[config.mk]
export PLATFORM = sky130hd
export DESIGN_NAME = swdt_top
export DESIGN_NICKNAME = d
export VERILOG_FILES = /design/src/logic/swdt_pkg.sv /design/src/logic/swdt_prescaler.sv /design/src/logic/swdt_top.sv
export SDC_FILE = /design/constraint.sdc
export NUM_CORES = 1
export LEC_CHECK = 0
export BUFFER_PORTS_ARGS = -buffer_cell sky130_fd_sc_hd__buf_2
export CAP_MARGIN = 20
export CORE_UTILIZATION = 55
export DETAILED_ROUTE_END_ITERATION = 8
export MAX_ROUTING_LAYER = met4
export PLACE_DENSITY = 0.9
export REMOVE_ABC_BUFFERS = 1
export SETUP_SLACK_MARGIN = 0.5
export SLEW_MARGIN = 25
export SYNTH_ARGS = -nofsm -noshare
export SYNTH_HDL_FRONTEND = slang
export SYNTH_SLANG_ARGS = --single-unit
[constraint.sdc]
create_clock -name core_clk -period 2.65 [get_ports core_clk]
set_input_delay 0.265 -clock core_clk [delete_from_list [all_inputs] [get_ports core_clk]]
set_output_delay 0.265 -clock core_clk [all_outputs]
set_load 0.005 [all_outputs]
[src/logic/swdt_pkg.sv]
// constants shared by the watchdog timer files
package swdt_pkg;
	localparam int CNT_W = 16;
	localparam int PRE_W = 14;
	localparam logic [PRE_W-1:0] DIV_SLOW_M1 = 14'h3fff;
	localparam logic [PRE_W-1:0] DIV_FAST_M1 = 14'h00ff;
	localparam logic [CNT_W-1:0] RELOAD_RST = 16'hfffc;
	localparam logic RATIO_SEL_RST = 1'b0;
	localparam int WARN_TICKS = 1;
	localparam int CLK_HZ = 25_000_000;
	localparam int TIMEOUT_REF_US = 6500;
	localparam int TIMEOUT_REF_HZ = 10_000_000;
	localparam longint TIMEOUT_REF_CYCLES =
		(longint'(TIMEOUT_REF_US) * TIMEOUT_REF_HZ) / 1_000_000;
endpackage : swdt_pkg

[src/logic/swdt_prescaler.sv]
// divide-by-16384 or divide-by-256 tick generator
`timescale 1ns/1ps
module swdt_prescaler #(
	parameter int PRE_W = swdt_pkg::PRE_W
) (
	// clock and reset
	input wire logic core_clk,
	input wire logic rst_n,
	// control
	input wire logic clear,
	input wire logic ratio_fast,
	// tick out
	output logic tick
);
	logic [PRE_W-1:0] pre_r;
	logic [PRE_W-1:0] last;

	assign last = ratio_fast ? swdt_pkg::DIV_FAST_M1 : swdt_pkg::DIV_SLOW_M1;
	assign tick = !clear && (pre_r == last); // RL6

	always_ff @(posedge core_clk or negedge rst_n) begin
		if (!rst_n) begin
			pre_r <= '0;
		end else if (clear || pre_r >= last) begin
			pre_r <= '0; // RL8
		end else begin
			pre_r <= pre_r + PRE_W'(1);
		end
	end
endmodule : swdt_prescaler

[src/logic/swdt_top.sv]
// system watchdog timer core
// What this block does
// RL1: after every reset the watchdog runs at once with no arming needed.
// RL2: the disable instruction stops it and the enable one restarts it.
// RL3: software must service the watchdog before its counter overflows.
// RL4: an unserviced overflow raises a prewarning, then a reset request.
// RL5: the watchdog counter is sixteen bits wide.
// RL6: the counter steps on a prescaled tick of 16384 or 256 clocks.
// RL7: the counter loads from a software-programmed reload value.
// RL8: each service reloads the counter and clears the prescaler.
// RL9: default settings give 6.5 ms timeout at a 10 MHz clock.
// RL10: the counter counts up from reload; overflow is the step past all ones, which reloads it.
`timescale 1ns/1ps
module swdt_top #(
	parameter int CNT_W = swdt_pkg::CNT_W
) (
	// clock and reset
	input wire logic core_clk,
	input wire logic rst_n,
	// instructions from the cpu, one-cycle pulses
	input wire logic watchdog_disable_instr,
	input wire logic watchdog_enable_instr,
	input wire logic service,
	// configuration
	input wire logic [CNT_W-1:0] watchdog_reload_value,
	input wire logic ratio_fast,
	// status and requests
	output logic running,
	output logic [CNT_W-1:0] count,
	output logic prewarn_irq,
	output logic reset_req
);
	typedef enum logic [1:0] {
		SWDT_RUN,
		SWDT_WARN,
		SWDT_RESET
	} swdt_state_e;

	swdt_state_e state_r;
	logic enable_r;
	logic [CNT_W-1:0] cnt_r; // RL5
	logic tick;
	logic step;
	logic wrap;
	logic warn_irq_r;
	logic rst_req_r;

	// a service during the warning phase still rescues the system
	swdt_prescaler swdt_prescaler_i (
		.core_clk(core_clk),
		.rst_n(rst_n),
		.clear(service),
		.ratio_fast(ratio_fast),
		.tick(tick)
	);

	// a tick in a service cycle is lost; the new interval starts clean
	assign step = enable_r && tick && !service;
	assign wrap = step && (cnt_r == {CNT_W{1'b1}}); // RL10

	// enable latch; enable wins if both arrive together
	always_ff @(posedge core_clk or negedge rst_n) begin
		if (!rst_n) begin
			enable_r <= 1'b1; // RL1
		end else if (watchdog_enable_instr) begin
			enable_r <= 1'b1; // RL2
		end else if (watchdog_disable_instr) begin
			enable_r <= 1'b0; // RL2
		end
	end

	always_ff @(posedge core_clk or negedge rst_n) begin
		if (!rst_n) begin
			cnt_r <= swdt_pkg::RELOAD_RST; // RL9
		end else if (service) begin
			cnt_r <= watchdog_reload_value; // RL7 RL8
		end else if (wrap) begin
			cnt_r <= watchdog_reload_value; // RL10
		end else if (step) begin
			cnt_r <= cnt_r + CNT_W'(1); // RL5 RL6
		end
	end

	// once reset is requested only a system reset leaves that state
	always_ff @(posedge core_clk or negedge rst_n) begin
		if (!rst_n) begin
			state_r <= SWDT_RUN;
		end else begin
			unique case (state_r)
				SWDT_RUN: begin
					if (wrap) begin
						state_r <= SWDT_WARN; // RL4
					end
				end
				SWDT_WARN: begin
					if (service) begin
						state_r <= SWDT_RUN;
					end else if (wrap) begin
						state_r <= SWDT_RESET; // RL4
					end
				end
				SWDT_RESET: begin
					state_r <= SWDT_RESET;
				end
				default: begin
					state_r <= SWDT_RUN;
				end
			endcase
		end
	end

	always_ff @(posedge core_clk or negedge rst_n) begin
		if (!rst_n) begin
			warn_irq_r <= 1'b0;
		end else begin
			warn_irq_r <= (state_r == SWDT_RUN) && wrap; // RL4
		end
	end

	// sticky: only a system reset takes the request back
	always_ff @(posedge core_clk or negedge rst_n) begin
		if (!rst_n) begin
			rst_req_r <= 1'b0;
		end else if (state_r == SWDT_WARN && wrap) begin
			rst_req_r <= 1'b1; // RL4
		end
	end

	assign running = enable_r;
	assign count = cnt_r;
	assign prewarn_irq = warn_irq_r;
	assign reset_req = rst_req_r;
endmodule : swdt_top

Word level (Yosys, flattened, before mapping) --
Index checks and enable logic that the tools add are counted. Widths: inputs -> output; s select.
Word-level totals: latch bits 0, memories 0, bits in registers 35, ROM bits 0, RAM bits 0
Cells by class: reduce and logical (&&, ||, !) cells 12, muxes and demuxes 11, order comparisons 1, div/mod/pow operators 0, bitwise gates (word level) 0, add/sub/neg operators 2, equal/unequal tests 6, shifts and indexed selects 0, $mul 0
Operators by type and width (count):
- $mux 16 | 3
- $mux 14 | 2
- $add 16x1->16 const B | 1
- $eq 16x16->1 const B | 1
- $add 14x1->14 const B | 1
- $eq 14x14->1 | 1
- $ge 14x14->1 | 1
- $logic_and 1x1->1 | 6
- $mux 2 | 3
- $pmux 2 s3 | 1
- $ne 3x3->1 const B | 1
- $reduce_bool 3->1 | 1
- $eq 2x1->1 const B | 1
- $eq 2x2->1 const B | 1
- $logic_not 2->1 | 1
- $mux 1 | 2
- $ne 2x2->1 const B | 1
- $reduce_and 2->1 | 1
- $reduce_bool 2->1 | 1
- $logic_not 1->1 | 1
- $logic_or 1x1->1 | 1

Longest topological paths before layout --
Gate-level depths: netlist of the first run.
depth in word-level cells 9, depth in mapped cells 8, gate-level depth less buffers 6

Hierarchy --
A second synthesis of the first run with hierarchy kept.
Second synthesis, totals: cells, all modules 217, area, all modules 2072.0 um2
By module, submodules not included:
- swdt_top | cells each 135, instances 1, area each 1277.5 um2
- swdt_prescaler | cells each 82, instances 1, area each 794.5 um2

Worst setup path after synthesis of the first run --
No wires, ideal clock.
path kind register to register, start reg swdt_prescaler_i.pre_r[9], end reg cnt_r[0] (netlist: count[0]), period minus slack after synthesis 1.866 ns, path buffers 2, data arrival time 1.745 ns, slack 0.784 ns, stages on the path, launching flop included 9, library setup time 0.121 ns, cell sequence dfrtp_1 > ha_1 > and4_1 > and4_1 > buf_6 > buf_6 > a21oi_1 > o21ai_1 > a22o_1
Between the ends: cells in the longest elaborated chain, start to end 7, elaborated cells on any way between the ends 8
RTL lines:
- start, declared | RTL line swdt_prescaler.sv:15 | logic [PRE_W-1:0] pre_r;
- start signal, assigned | RTL line swdt_prescaler.sv:27 | pre_r <= pre_r + PRE_W'(1);
- $eq 14x14->1 (*) | RTL line swdt_prescaler.sv:19 | assign tick = !clear && (pre_r == last);
- $logic_and 1x1->1 (*) | RTL line swdt_prescaler.sv:19
- $logic_and 1x1->1 (*) (2 in series) | RTL line swdt_top.sv:58 | assign step = enable_r && tick && !service;
- $logic_and 1x1->1 | RTL line swdt_top.sv:59 | assign wrap = step && (cnt_r == {CNT_W{1'b1}});
- $mux 16 | RTL line swdt_top.sv:77 | end else if (wrap) begin
- $mux 16 | RTL line swdt_top.sv:75 | end else if (service) begin
- end signal, assigned | RTL line swdt_top.sv:74 | cnt_r <= swdt_pkg::RELOAD_RST;
- end signal, assigned | RTL line swdt_top.sv:76 | cnt_r <= watchdog_reload_value;
- end signal, assigned | RTL line swdt_top.sv:78 | cnt_r <= watchdog_reload_value;
- end, declared | RTL line swdt_top.sv:41 | logic [CNT_W-1:0] cnt_r;
Mark *: on every way between the ends. The rest lies on a longest branch, timed or not. A chain may end at the register's enable or synchronous reset.

Worst setup path in the final report of the first run --
start reg swdt_prescaler_i.pre_r[9], end reg swdt_prescaler_i.pre_r[9]
Between the ends: cells in the longest elaborated chain, start to end 3, elaborated cells on any way between the ends 4
RTL lines:
- $ge 14x14->1 | RTL line swdt_prescaler.sv:24 | end else if (clear || pre_r >= last) begin
- $logic_or 1x1->1 | RTL line swdt_prescaler.sv:24
- $mux 14 (*) | RTL line swdt_prescaler.sv:24
Marked as above.

==> results list, run 1 <==
- Routed wire per std cell: 16.0 um
* Depth of the CTS H-tree: 2
- Yosys printed 0 warnings.
* Layout Nets: 284
* Clock buffer count from CTS: 5
- After global routing the overflow that remains totals 0.
- Global routing used 27.2% of the available tracks.
- Entering global routing, the biggest net connects 36 pins.
- In this run, synthesis produced a sequential element count of 35.
* Via count of the first global-routing pass: 1730
- The run finished with clean final reports.
- Power per cell area: 505 nW/um2
- Synth area leader: dfrtp_1
- Counting I/O delays and the setup requirement, the final critical path takes 2.05 ns.
- Number of antenna violations at the first check in global routing: 0
- Placer's final routability congestion estimate: 0.929
- WP data arrival: 2.27 ns
- TritonCTS built the clock tree.
* RR Startpoint: swdt_prescaler_i.pre_r[9]
* # port buffers: 40
* Static leakage power: 1.09 nW
- Clock sinks: 35
- The number of max-slew violations in the final report is 0.
* Cell count after placement: 290
* CTS Hold Buffers Added: 0
- The netlist uses 46 different library cells.
- VDD IR max: 296 uV
* Worst hold-check path type: input pin to asynchronous set/reset pin
- In the synthesized netlist, the number of instances is 212.
- Crit Path Max Fanout: 14
- For this block, the via count after detailed routing is 1826.
- Number of remaining DRC errors: 0
* Worst hold slack: 0.0466 ns
* Number of enable-type register cells in the synthesized netlist: 0
- # IOs: 41
* Netlist Area Pre-Place: 2050 um2
- In this run the mean area of a mapped cell was 9.68 um2.
* Count of standard-cell rows: 21
- Sum of routed wire length over all layers: 4810 um
* Root buffer selected by CTS: clkbuf_8
- Share of layout cells above drive strength 1: 30.2%
- In the layout the commonest cells are buf_2 (40), nor2_1 (29), dfrtp_1 (20), dfstp_2 (15), nand2_1 (14).
- Max-Cap Viols: 0
* Unrepaired setup endpoints after global routing: no
- Tracing the worst setup path back leads to its startpoint at swdt_prescaler_i.pre_r[9].
* Dominant cells by area after synthesis: dfrtp_1 (24%), dfstp_2 (19%), nor2_1 (5.3%), ha_1 (4.9%), and4_1 (3.4%)
* Normalized max-slew margin: 48.3%
- After clock tree synthesis, the clock-pin slew on the worst setup and hold paths is 0.07 ns.
- Count of endpoints failing setup in the final report: 0
- Global-route wire length before repair: 8110 um
- The number of antenna diodes in the final layout is 0.
- Worst setup path endpoint: swdt_prescaler_i.pre_r[9]
- The worst setup path is launched from a flip-flop.
- Setup clock skew after layout: 0.00396 ns
- For the worst-skew pair, the clock arrives at the later sink with an insertion delay of 0.29 ns.
* Die footprint: 3980 um2
- In the finished design, the share of the clock period the worst path needs comes to 77.5%.
- Achievable clock frequency: 487 MHz
- Most frequent standard cell in the layout excluding fill and tap cells: buf_2
* Number of design-rule violations left by the first detailed-router iteration: 229
- Critical path start-end classification: flip-flop to flip-flop
* Share of flip-flops with an asynchronous set or reset after synthesis: 100%
* Placeable core area: 3470 um2
* Crit end category: flip-flop
- Using the TritonRoute via totals, the vias-per-cell ratio works out to 6.07.
* Logic depth of the worst register-to-register path: 6
* Area share of the leading cell type in the synthesized netlist: 24.4%
- The share of the Yosys chip area taken by registers is 43.6%.
- Starting Density: 59.2%
* Slew of the pin with the lowest slew margin: 0.775 ns
- The number of failing hold endpoints at the final stage was 0.
* Area growth, synth to finish: 16.5%
- Final Instance Count excl. Fillers: 301
- Summed over all failing endpoints, the final setup total negative slack is 0 ns.
- The endpoint identified for the worst register-to-register timing path is swdt_prescaler_i.pre_r[9].
- HPWL after detailed placement: 3300 um
- First-pass DRT Iterations: 4
* Number of buffers between clock root and the deepest sink: 2
- Once detail routing completed, the nets flagged for antenna violations numbered 0.
- In this run the vertical extent of the chip is 63.1 um.
- The worst register-to-register path has a setup slack of 0.60 ns.
* Endpoint required time on the critical path: 2.87 ns
- The most used flip-flop cell after synthesis is dfrtp_1.
- Overall die width: 63.1 um
## power by group
group | total (mW) | internal [mW] | switching (mW) | leakage (nW)
sequential | 0.622 | 0.580 | 0.0417 | 0.425
combinational | 0.159 | 0.0726 | 0.0866 | 0.618
clock | 0.427 | 0.237 | 0.190 | 0.0515
## cells by family (layout without fill, tap and decap cells)
family / after synthesis / after routing / synth area share (%)
xor gates and xnor gates: 12 / 12 / 5.12
AOI/OAI and AO/OA: 52 / 52 / 18.6
and+or+nand+nor: 91 / 91 / 23.6
DFF: 35 / 35 / 43.6
buffers and inverters: 14 / 57 / 4.27
adders and majority gates: 8 / 8 / 4.88
## worst min path at each step
stage                     cells after the start                        end  startpoint
final                                         1  swdt_prescaler_i.pre_r[2]       rst_n
after global routing                          1  swdt_prescaler_i.pre_r[3]       rst_n
after CTS                                     1  swdt_prescaler_i.pre_r[2]       rst_n
after detailed placement                      1  swdt_prescaler_i.pre_r[2]       rst_n
after global placement                        1  swdt_prescaler_i.pre_r[2]       rst_n
after floorplan                               0                   count[0]       rst_n
## state kept, by name (all words and copies together), names as in the netlist
| register | flops |
|---|---|
| swdt_prescaler_i.pre_r | 14 |
| running | 1 |
| prewarn_irq | 1 |
| count | 16 |
| reset_req | 1 |
| state_r | 2 |
## metrics by stage
step | setup WS (ns) | power [mW] | instance area, um2 | utilization, %
floorplan | 0.676 | 0.704 | 1980 | -
global placement | 0.317 | 0.778 | 2250 | 64.9
detailed placement | 0.310 | 0.786 | 2250 | 64.9
CTS | 0.567 | 1.21 | 2360 | 67.9
global route | 0.490 | 1.26 | 2390 | 69.0
finish | 0.596 | 1.21 | 2390 | 69.0
## metal layers
layer / wire, um / global-route usage (%) / share of wire, % / vias to the layer above
li1: - / - / - / 870
met1: 2190 / 36.1 / 45 / 872
met2: 2250 / 39.8 / 47 / 74
met3: 255 / 4.35 / 5.3 / 10
met4: 112 / 14.5 / 2.3 / 0
met5: 0 / - / 0 / -
## synthesized netlist by cell type, types with 6 or more instances
master,instances
o21ai_0,6
nand3_1,11
nor3_1,7
and4_1,8
dfrtp_1,20
nor2_1,29
dfstp_2,15
xor2_1,7
ha_1,8
a21oi_1,11
and3_1,8
nand2_1,14
## cell type report
cell class	instances	area (um2)
clock buffers	8	100
fillers	281	1080
inverters	5	18.8
multi-input cells	163	1090
flip-flops and latches	35	895
well taps	46	57.6
repair buffers	44	230
## critical path, stage by stage (launching register included)
cell      delay (ns)
dfrtp_1         0.45
ha_1            0.31
a21o_1          0.18
a21o_1          0.17
a221oi_1        0.48
o21ai_4         0.21
nor2_1          0.17
## repair_timing
| action | 4_1_cts | 5_1_grt |
|---|---|---|
| setup buffers | 0 | 3 |
| setup endpoints to repair | 27 | 7 |
| gates resized for setup | 3 | 3 |
| pin swaps | 0 | 1 |
(Power assumes the default switching activity.)
==> run 2: changes to the inputs <==
==> constraint.sdc (replaced) <==
create_clock -name core_clk -period 2.1 [get_ports core_clk]
set_input_delay 0.21 -clock core_clk [delete_from_list [all_inputs] [get_ports core_clk]]
set_output_delay 0.21 -clock core_clk [all_outputs]
set_load 0.005 [all_outputs]
==> results list, run 2 (same netlist as run 1, synthesis figures left out) <==
* Slowest cell delay on critical path: 0.41 ns (-0.07 ns)
* Count of inserted antenna diode cells: 0 (unchanged)
- The endpoint identified for the worst register-to-register timing path is count[12].
* Share of layout cells above drive strength 1: 48.4% (+18 points)
- The initial antenna violation count is 0 (unchanged).
* RR Startpoint: swdt_prescaler_i.pre_r[12]
- The post-placement cell count was 299 (+3.1%).
* Crit path depth: 6 (unchanged)
- Max-Cap Viols: 0 (unchanged)
* Overall Global Routing Usage: 33.2% (+6.0 points)
- The global placement routability congestion is 0.935 (+0.62%).
- The top cell types in the final layout, fill and taps aside, are buf_2 (40), buf_4 (29), nor2_1 (26), dfrtp_1 (19), dfstp_2 (15).
* Root buffer selected by CTS: clkbuf_8
* Proportion of power drawn by the clock network: 41.8% (+6.4 points)
- The number of flip-flops in the largest register is 16 (unchanged).
* Overall die width: 63.1 um (unchanged)
* VDD IR max: 582 uV (+97%)
- Slew of the pin with the lowest slew margin: 0.781 ns (+0.00589 ns)
- Portion of total power attributed to combinational logic: 15.3% (+2.1 points)
* Clock buffer count from CTS: 5 (unchanged)
- Final std cell area, no fill: 2840 um2 (+19%)
- Among all stages on the critical path, the largest delay is contributed by dfrtp_1.
- The worst setup skew after layout came to 0.00588 ns (+0.00192 ns).
- Number of design-rule violations left by the first detailed-router iteration: 229 (unchanged)
* Logic depth of the worst register-to-register path: 6 (unchanged)
* Sequential Power Share: 43.0% (-8.5 points)
- The relative slew slack is 47.9% (-0.39 points).
* First-pass DRT Iterations: 5 (+1)
- The maximum count of clock buffers along a single path is 2 (unchanged).
* # IOs: 41 (unchanged)
* Number of hold violations in the final report: 20 (+20)
- The number of buffers and inverters on the critical path is 0 (unchanged).
* # port buffers: 40 (unchanged)
- The first-pass GRT wire length came to 9850 um (+22%).
- STA classifies the critical path startpoint as a flip-flop.
- Violations in the final reports: negative hold slack
* Time the final worst path needs with I/O delays and setup: 2.03 ns (-0.0233 ns)
- Final Instance Count excl. Fillers: 331 (+10%)
* CTS tree: done
* Layout Nets: 314 (+11%)
* Vert. Die Dim: 63.1 um (unchanged)
- The total power after layout is 1.81 mW (+50%).
* Final Slew Violations: 0 (unchanged)
* Achievable clock frequency: 492 MHz (+1.1%)
- Most frequent standard cell in the layout excluding fill and tap cells: buf_2
- Via count of the first global-routing pass: 2109 (+22%)
- The pin count of the biggest net entering global routing is 36 (unchanged).
- Clock sinks: 35 (unchanged)
- Drt via density: 6.59 (+8.6%)
- The via total after detailed routing is 2180 (+19%).
- Fill cell count: 203 (-28%)
* Endpoint required time on the critical path: 2.32 ns (-0.55 ns)
- The estimated wirelength of the detail-placed design was 3510 um (+6.4%).
* Routed wire per std cell: 20.2 um (+26%)
- Sequence of cells on the critical path: ha_4 -> and4b_2 -> and4_4 -> nand3_2 -> o31ai_1 -> a21oi_1
- The combined area of the multi-input logic cells is 1280 um2 (+18%).
* Static leakage power: 1.28 nW (+17%)
- Compared with the post-synthesis result, the final layout area differs by 38.5%.
* Depth of the CTS H-tree: 2 (unchanged)
- Cell family contributing the most delay on the critical path: simple AND/OR/NAND/NOR gates
* Starting Density: 59.2% (unchanged)
- Worst hold-check path type: input pin to asynchronous set/reset pin
- The internal power component is 1.33 mW (+50%).
- The final routed DRC violation total came to 0 (unchanged).
- Total grt overflow: 0 (unchanged)
- The setup-violating endpoint count in the final report came to 0 (unchanged).
* NetSw: 480 uW (+51%)
- Placeable core area: 3470 um2 (unchanged)
- Count of standard-cell rows: 21 (unchanged)
- The count of nets left with antenna violations after detail routing came to 0 (unchanged).
* Power per cell area: 637 nW/um2 (+26%)
- Result of the run: finished with violations
- STA classifies the critical path endpoint as a flip-flop.
* Total placed instance area: 2320 um2 (+3.0%)
- The insertion delay to the later sink of the worst-skew pair is 0.31 ns (+0.02 ns).
* Sum of routed wire length over all layers: 6690 um (+39%)
- The reg2reg setup slack is 0.07 ns (-0.53 ns).
* Worst hold slack: -0.0284 ns (-0.0749 ns)
- The period utilization is 96.7% (+19 points).
- Clock-pin slew reported for the worst setup and hold paths after clock tree synthesis: 0.08 ns (about the same)
- Critical path start-end classification: flip-flop to flip-flop
- The register area is 896 um2 (+0.14%).
* Crit Path Max Fanout: 5 (-9)
* WP data arrival: 2.25 ns (-0.02 ns)
* Fraction of power spent switching nets: 26.5% (+0.14 points)
- The floorplan die area was 3980 um2 (unchanged).
* Unrepaired setup endpoints after global routing: yes
* Sum of negative setup slack: 0 ns (unchanged)
==> run 2: what timing repair did <==
item	CTS	global route
hold buffers	0	0
resized for setup	28	23
cloned	2	1
endpoints found under the hold margin	0	0
setup buffers	8	13
endpoints found under the setup margin	34	34
pin swaps	10	12
==> run 2: layout make-up <==
type	count	share of cell area [%]
repair buffers	72	15.9
clock buffers	5	2.42
clock inverters	3	2.38
multi-input cells	165	45.1
well taps	46	2.02
flip-flops and latches	35	31.5
inverters	5	0.660
==> run 2: power by group through the flow <==
stage          sequential (mW)  combinational (mW)  clock, mW
2_1_floorplan            0.784               0.104          0
3_5_place_dp             0.785               0.217          0
5_1_grt                  0.783               0.299      0.779
4_1_cts                  0.773               0.240      0.750
6_report                 0.778               0.276      0.756
3_3_place_gp             0.784               0.212          0
==> run 2: metal layers <==
layer / routed length (um) / GRT usage (%)
met5: 0 / -
met2: 3240 / 52.3
met4: 312 / 18.6
met1: 2590 / 40.0
met3: 547 / 5.98
==> run 2: how the worst max path moves through the flow <==
stage                endpoint                        from  slack, ns
finish              count[12]  swdt_prescaler_i.pre_r[12]       0.07
global route        count[12]  swdt_prescaler_i.pre_r[12]       0.06
CTS                  count[5]  swdt_prescaler_i.pre_r[12]       0.26
detailed placement  count[14]  swdt_prescaler_i.pre_r[10]       0.03
global placement    count[12]  swdt_prescaler_i.pre_r[11]       0.11
floorplan           count[14]   swdt_prescaler_i.pre_r[9]       0.13
==> run 2: through the flow <==
stage | worst slack, ns | hold slack, ns | utilization, %
3_3_place_gp | 0.105 | 0.321 | 66.8
5_1_grt | 0.0585 | 0.0326 | 82.0
6_report | 0.0695 | -0.0284 | 82.0
3_5_place_dp | 0.0316 | 0.327 | 66.8
2_1_floorplan | 0.126 | -0.0856 | -
4_1_cts | 0.258 | 0.00257 | 75.6
==> run 3: changes to the inputs <==
--- a/config.mk
+++ b/config.mk
@@ -7,10 +7,12 @@
 export LEC_CHECK = 0
 export BUFFER_PORTS_ARGS = -buffer_cell sky130_fd_sc_hd__buf_2
 export CAP_MARGIN = 20
-export CORE_UTILIZATION = 55
+export CELL_PAD_IN_SITES_DETAIL_PLACEMENT = 0
+export CELL_PAD_IN_SITES_GLOBAL_PLACEMENT = 1
+export CORE_UTILIZATION = 42
 export DETAILED_ROUTE_END_ITERATION = 8
 export MAX_ROUTING_LAYER = met4
-export PLACE_DENSITY = 0.9
+export PLACE_DENSITY_LB_ADDON = 0.08
 export REMOVE_ABC_BUFFERS = 1
 export SETUP_SLACK_MARGIN = 0.5
 export SLEW_MARGIN = 25
==> results list, run 3 (same netlist as run 1, synthesis figures left out) <==
* # port buffers: 40 (unchanged)
* Most frequent standard cell in the layout excluding fill and tap cells: buf_2
- The slew at the pin closest to its max-slew limit came to 0.784 ns (+0.00299 ns).
- Sum of routed wire length over all layers: 5630 um (-16%)
- The proportion of power drawn by the clock network is 30.4% (-11 points).
- Cell family contributing the most delay on the critical path: simple AND/OR/NAND/NOR gates
* Total via count after detailed routing: 1920 (-12%)
* NetSw: 429 uW (-11%)
- Critical path start-end classification: flip-flop to flip-flop
* Crit end category: flip-flop
- Type of origin of the critical path: flip-flop
* Setup slack, reg-to-reg: 0.24 ns (+0.17 ns)
- Portion of total power attributed to combinational logic: 19.2% (+3.9 points)
* Routed wire per std cell: 15.9 um (-21%)
- In this run the critical register-to-register path is captured at count[14].
- Power per cell area: 525 nW/um2 (-18%)
- Number of remaining DRC errors: 0 (unchanged)
* Number of design-rule violations left by the first detailed-router iteration: 131 (-43%)
* Depth of the CTS H-tree: 2 (unchanged)
- Slowest cell delay on critical path: 0.41 ns (about the same)
* Count of standard-cell rows: 25 (+19%)
* CTS tree: done
- Total chip power: 1.54 mW (-15%)
- Setup clock skew after layout: 0.00621 ns (+0.000330 ns)
- Total grt overflow: 0 (unchanged)
* Area of the multi-input gates: 1370 um2 (+6.3%)
- # IOs: 41 (unchanged)
* Most repeated library cell on the critical path: and4_4
- The leakage component of the power came to 1.26 nW (-2.1%).
- Sequential Power Share: 50.4% (+7.4 points)
- The tightest min-delay check is of the input pin to asynchronous set/reset pin type.
- Compared with the post-synthesis result, the final layout area differs by 42.7%.
* RR Startpoint: swdt_prescaler_i.pre_r[10]
* Count of inserted antenna diode cells: 0 (unchanged)
- Fill cell count: 401 (+98%)
- The endpoint arrival time on the critical path is 2.07 ns (-0.18 ns).
- Worst setup path startpoint: swdt_prescaler_i.pre_r[10]
* Max-Cap Viols: 0 (unchanged)
* Flip-flop count of the largest register, all copies and words added: 16 (unchanged)
- The number of max-slew violations in the final report is 0 (unchanged).
- The count of nets left with antenna violations after detail routing was 0 (unchanged).
- The die height was 71.9 um (+14%).
* Number of antenna violations at the first check in global routing: 0 (unchanged)
* HPWL after detailed placement: 3600 um (+2.3%)
- Most used cells in the layout excluding fill and tap cells: buf_2 (40), buf_4 (29), dfrtp_1 (20), nor2_1 (16), dfstp_2 (15)
- Starting Density: 43.5% (-16 points)
* Drt via density: 5.42 (-18%)
- The proportion of layout cells with a drive suffix above 1 was 53.7% (+5.2 points).
- The first-pass GRT wire length was 8760 um (-11%).
* Crit Path Max Fanout: 7 (+2)
- Sequence of cells on the critical path: ha_4 -> and4_4 -> and4_4 -> and3_4 -> a21oi_1 -> o221a_1
- The tree is rooted in a clkbuf_8.
- The global placement routability congestion is 0.831 (-11%).
* First-pass DRT Iterations: 5 (unchanged)
- Among all stages on the critical path, the largest delay is contributed by dfrtp_1.
- The maximum resistive drop on vdd is 303 uV (-48%).
- Setup repair after global routing could not meet its margin everywhere.
- Overall die width: 71.9 um (+14%)
- The overall global routing resource usage came to 22.7% (-11 points).
* Worst hold slack: 0.00513 ns (+0.0335 ns)
* Internal Power: 1.11 mW (-17%)
- Logic depth of the worst register-to-register path: 6 (unchanged)
* Endpoint required time on the critical path: 2.31 ns (about the same)
* Result of the run: finished clean
* Largest net degree at the start of global routing: 36 (unchanged)
* Reg area: 895 um2 (-0.14%)
- Final worst-path cycle share: 88.5% (-8.2 points)
- The number of buffers added by the clock tree synthesis step was 5 (unchanged).
* Time the final worst path needs with I/O delays and setup: 1.86 ns (-0.172 ns)
* Clock sinks: 35 (unchanged)
- The core region area is 4720 um2 (+36%).
* Number of hold violations in the final report: 0 (-100%)
* Achievable clock frequency: 538 MHz (+9.3%)
- The floorplan die area came to 5170 um2 (+30%).
- Fraction of power spent switching nets: 27.9% (+1.4 points)
- The final sum of negative setup slack is 0 ns (unchanged).
- Clock-pin slew reported for the worst setup and hold paths after clock tree synthesis: 0.07 ns (about the same)
* Critical path buffer and inverter count: 0 (unchanged)
- Layout Nets: 316 (+0.64%)
* Clk_lat worst skew: 0.29 ns (-0.02 ns)
* Via count of the first global-routing pass: 1735 (-18%)
- The setup-violating endpoint count in the final report came to 0 (unchanged).
* Normalized max-slew margin: 47.7% (-0.20 points)
- The maximum count of clock buffers along a single path was 2 (unchanged).
==> run 3: power groups by stage <==
stage / Sequential [mW] / Combinational [mW] / Clock (mW)
3_3_place_gp: 0.787 / 0.219 / 0
2_1_floorplan: 0.784 / 0.104 / 0
4_1_cts: 0.775 / 0.233 / 0.484
6_report: 0.774 / 0.296 / 0.468
5_1_grt: 0.779 / 0.328 / 0.507
3_5_place_dp: 0.786 / 0.217 / 0
==> run 3: per-layer routing <==
layer	global-route usage, %	wire (um)	up-vias
li1	-	-	939
met1	32.9	2790	912
met2	32.7	2560	65
met3	3.89	263	4
met4	6.32	19	0
met5	-	0	-
==> run 3: worst max path at each step <==
stage,end,depth (start not counted)
final,count[14],6
after global routing,count[2],7
after CTS,state_r[0],6
after detailed placement,count[12],6
after global placement,count[12],6
after floorplan,count[14],6
==> run 3: repair_timing <==
item	in CTS	in global routing
setup buffers	6	17
cloned	1	1
hold buffers	0	0
setup endpoints to repair	32	34
pin swaps	25	18
resized for setup	27	49
==> run 3: worst reg2reg max path: stages (launching register included) <==
cell and delay [ns]:
dfrtp_1 0.41, ha_4 0.28, and4_4 0.25, and4_4 0.32, and3_4 0.23, a21oi_1 0.07, o221a_1 0.23
==> run 3: metrics by stage <==
stage | worst slack, ns | area [um2] | std cells | util [%]
floorplan | 0.126 | 1980 | 203 | -
global route | 0.175 | 2930 | 354 | 62.0
detailed placement | 0.0422 | 2350 | 321 | 49.8
CTS | 0.281 | 2600 | 336 | 55.0
finish | 0.242 | 2930 | 354 | 62.0
global placement | 0.0915 | 2350 | 321 | 49.8
==> run 3: final cells by class <==
type | instances | area share [%]
clock buffer | 7 | 2.61
clock inverter | 1 | 0.171
inverter | 5 | 0.641
multi-input combinational | 164 | 46.6
sequential | 35 | 30.5
tap | 67 | 2.86
timing repair buffer | 75 | 16.6
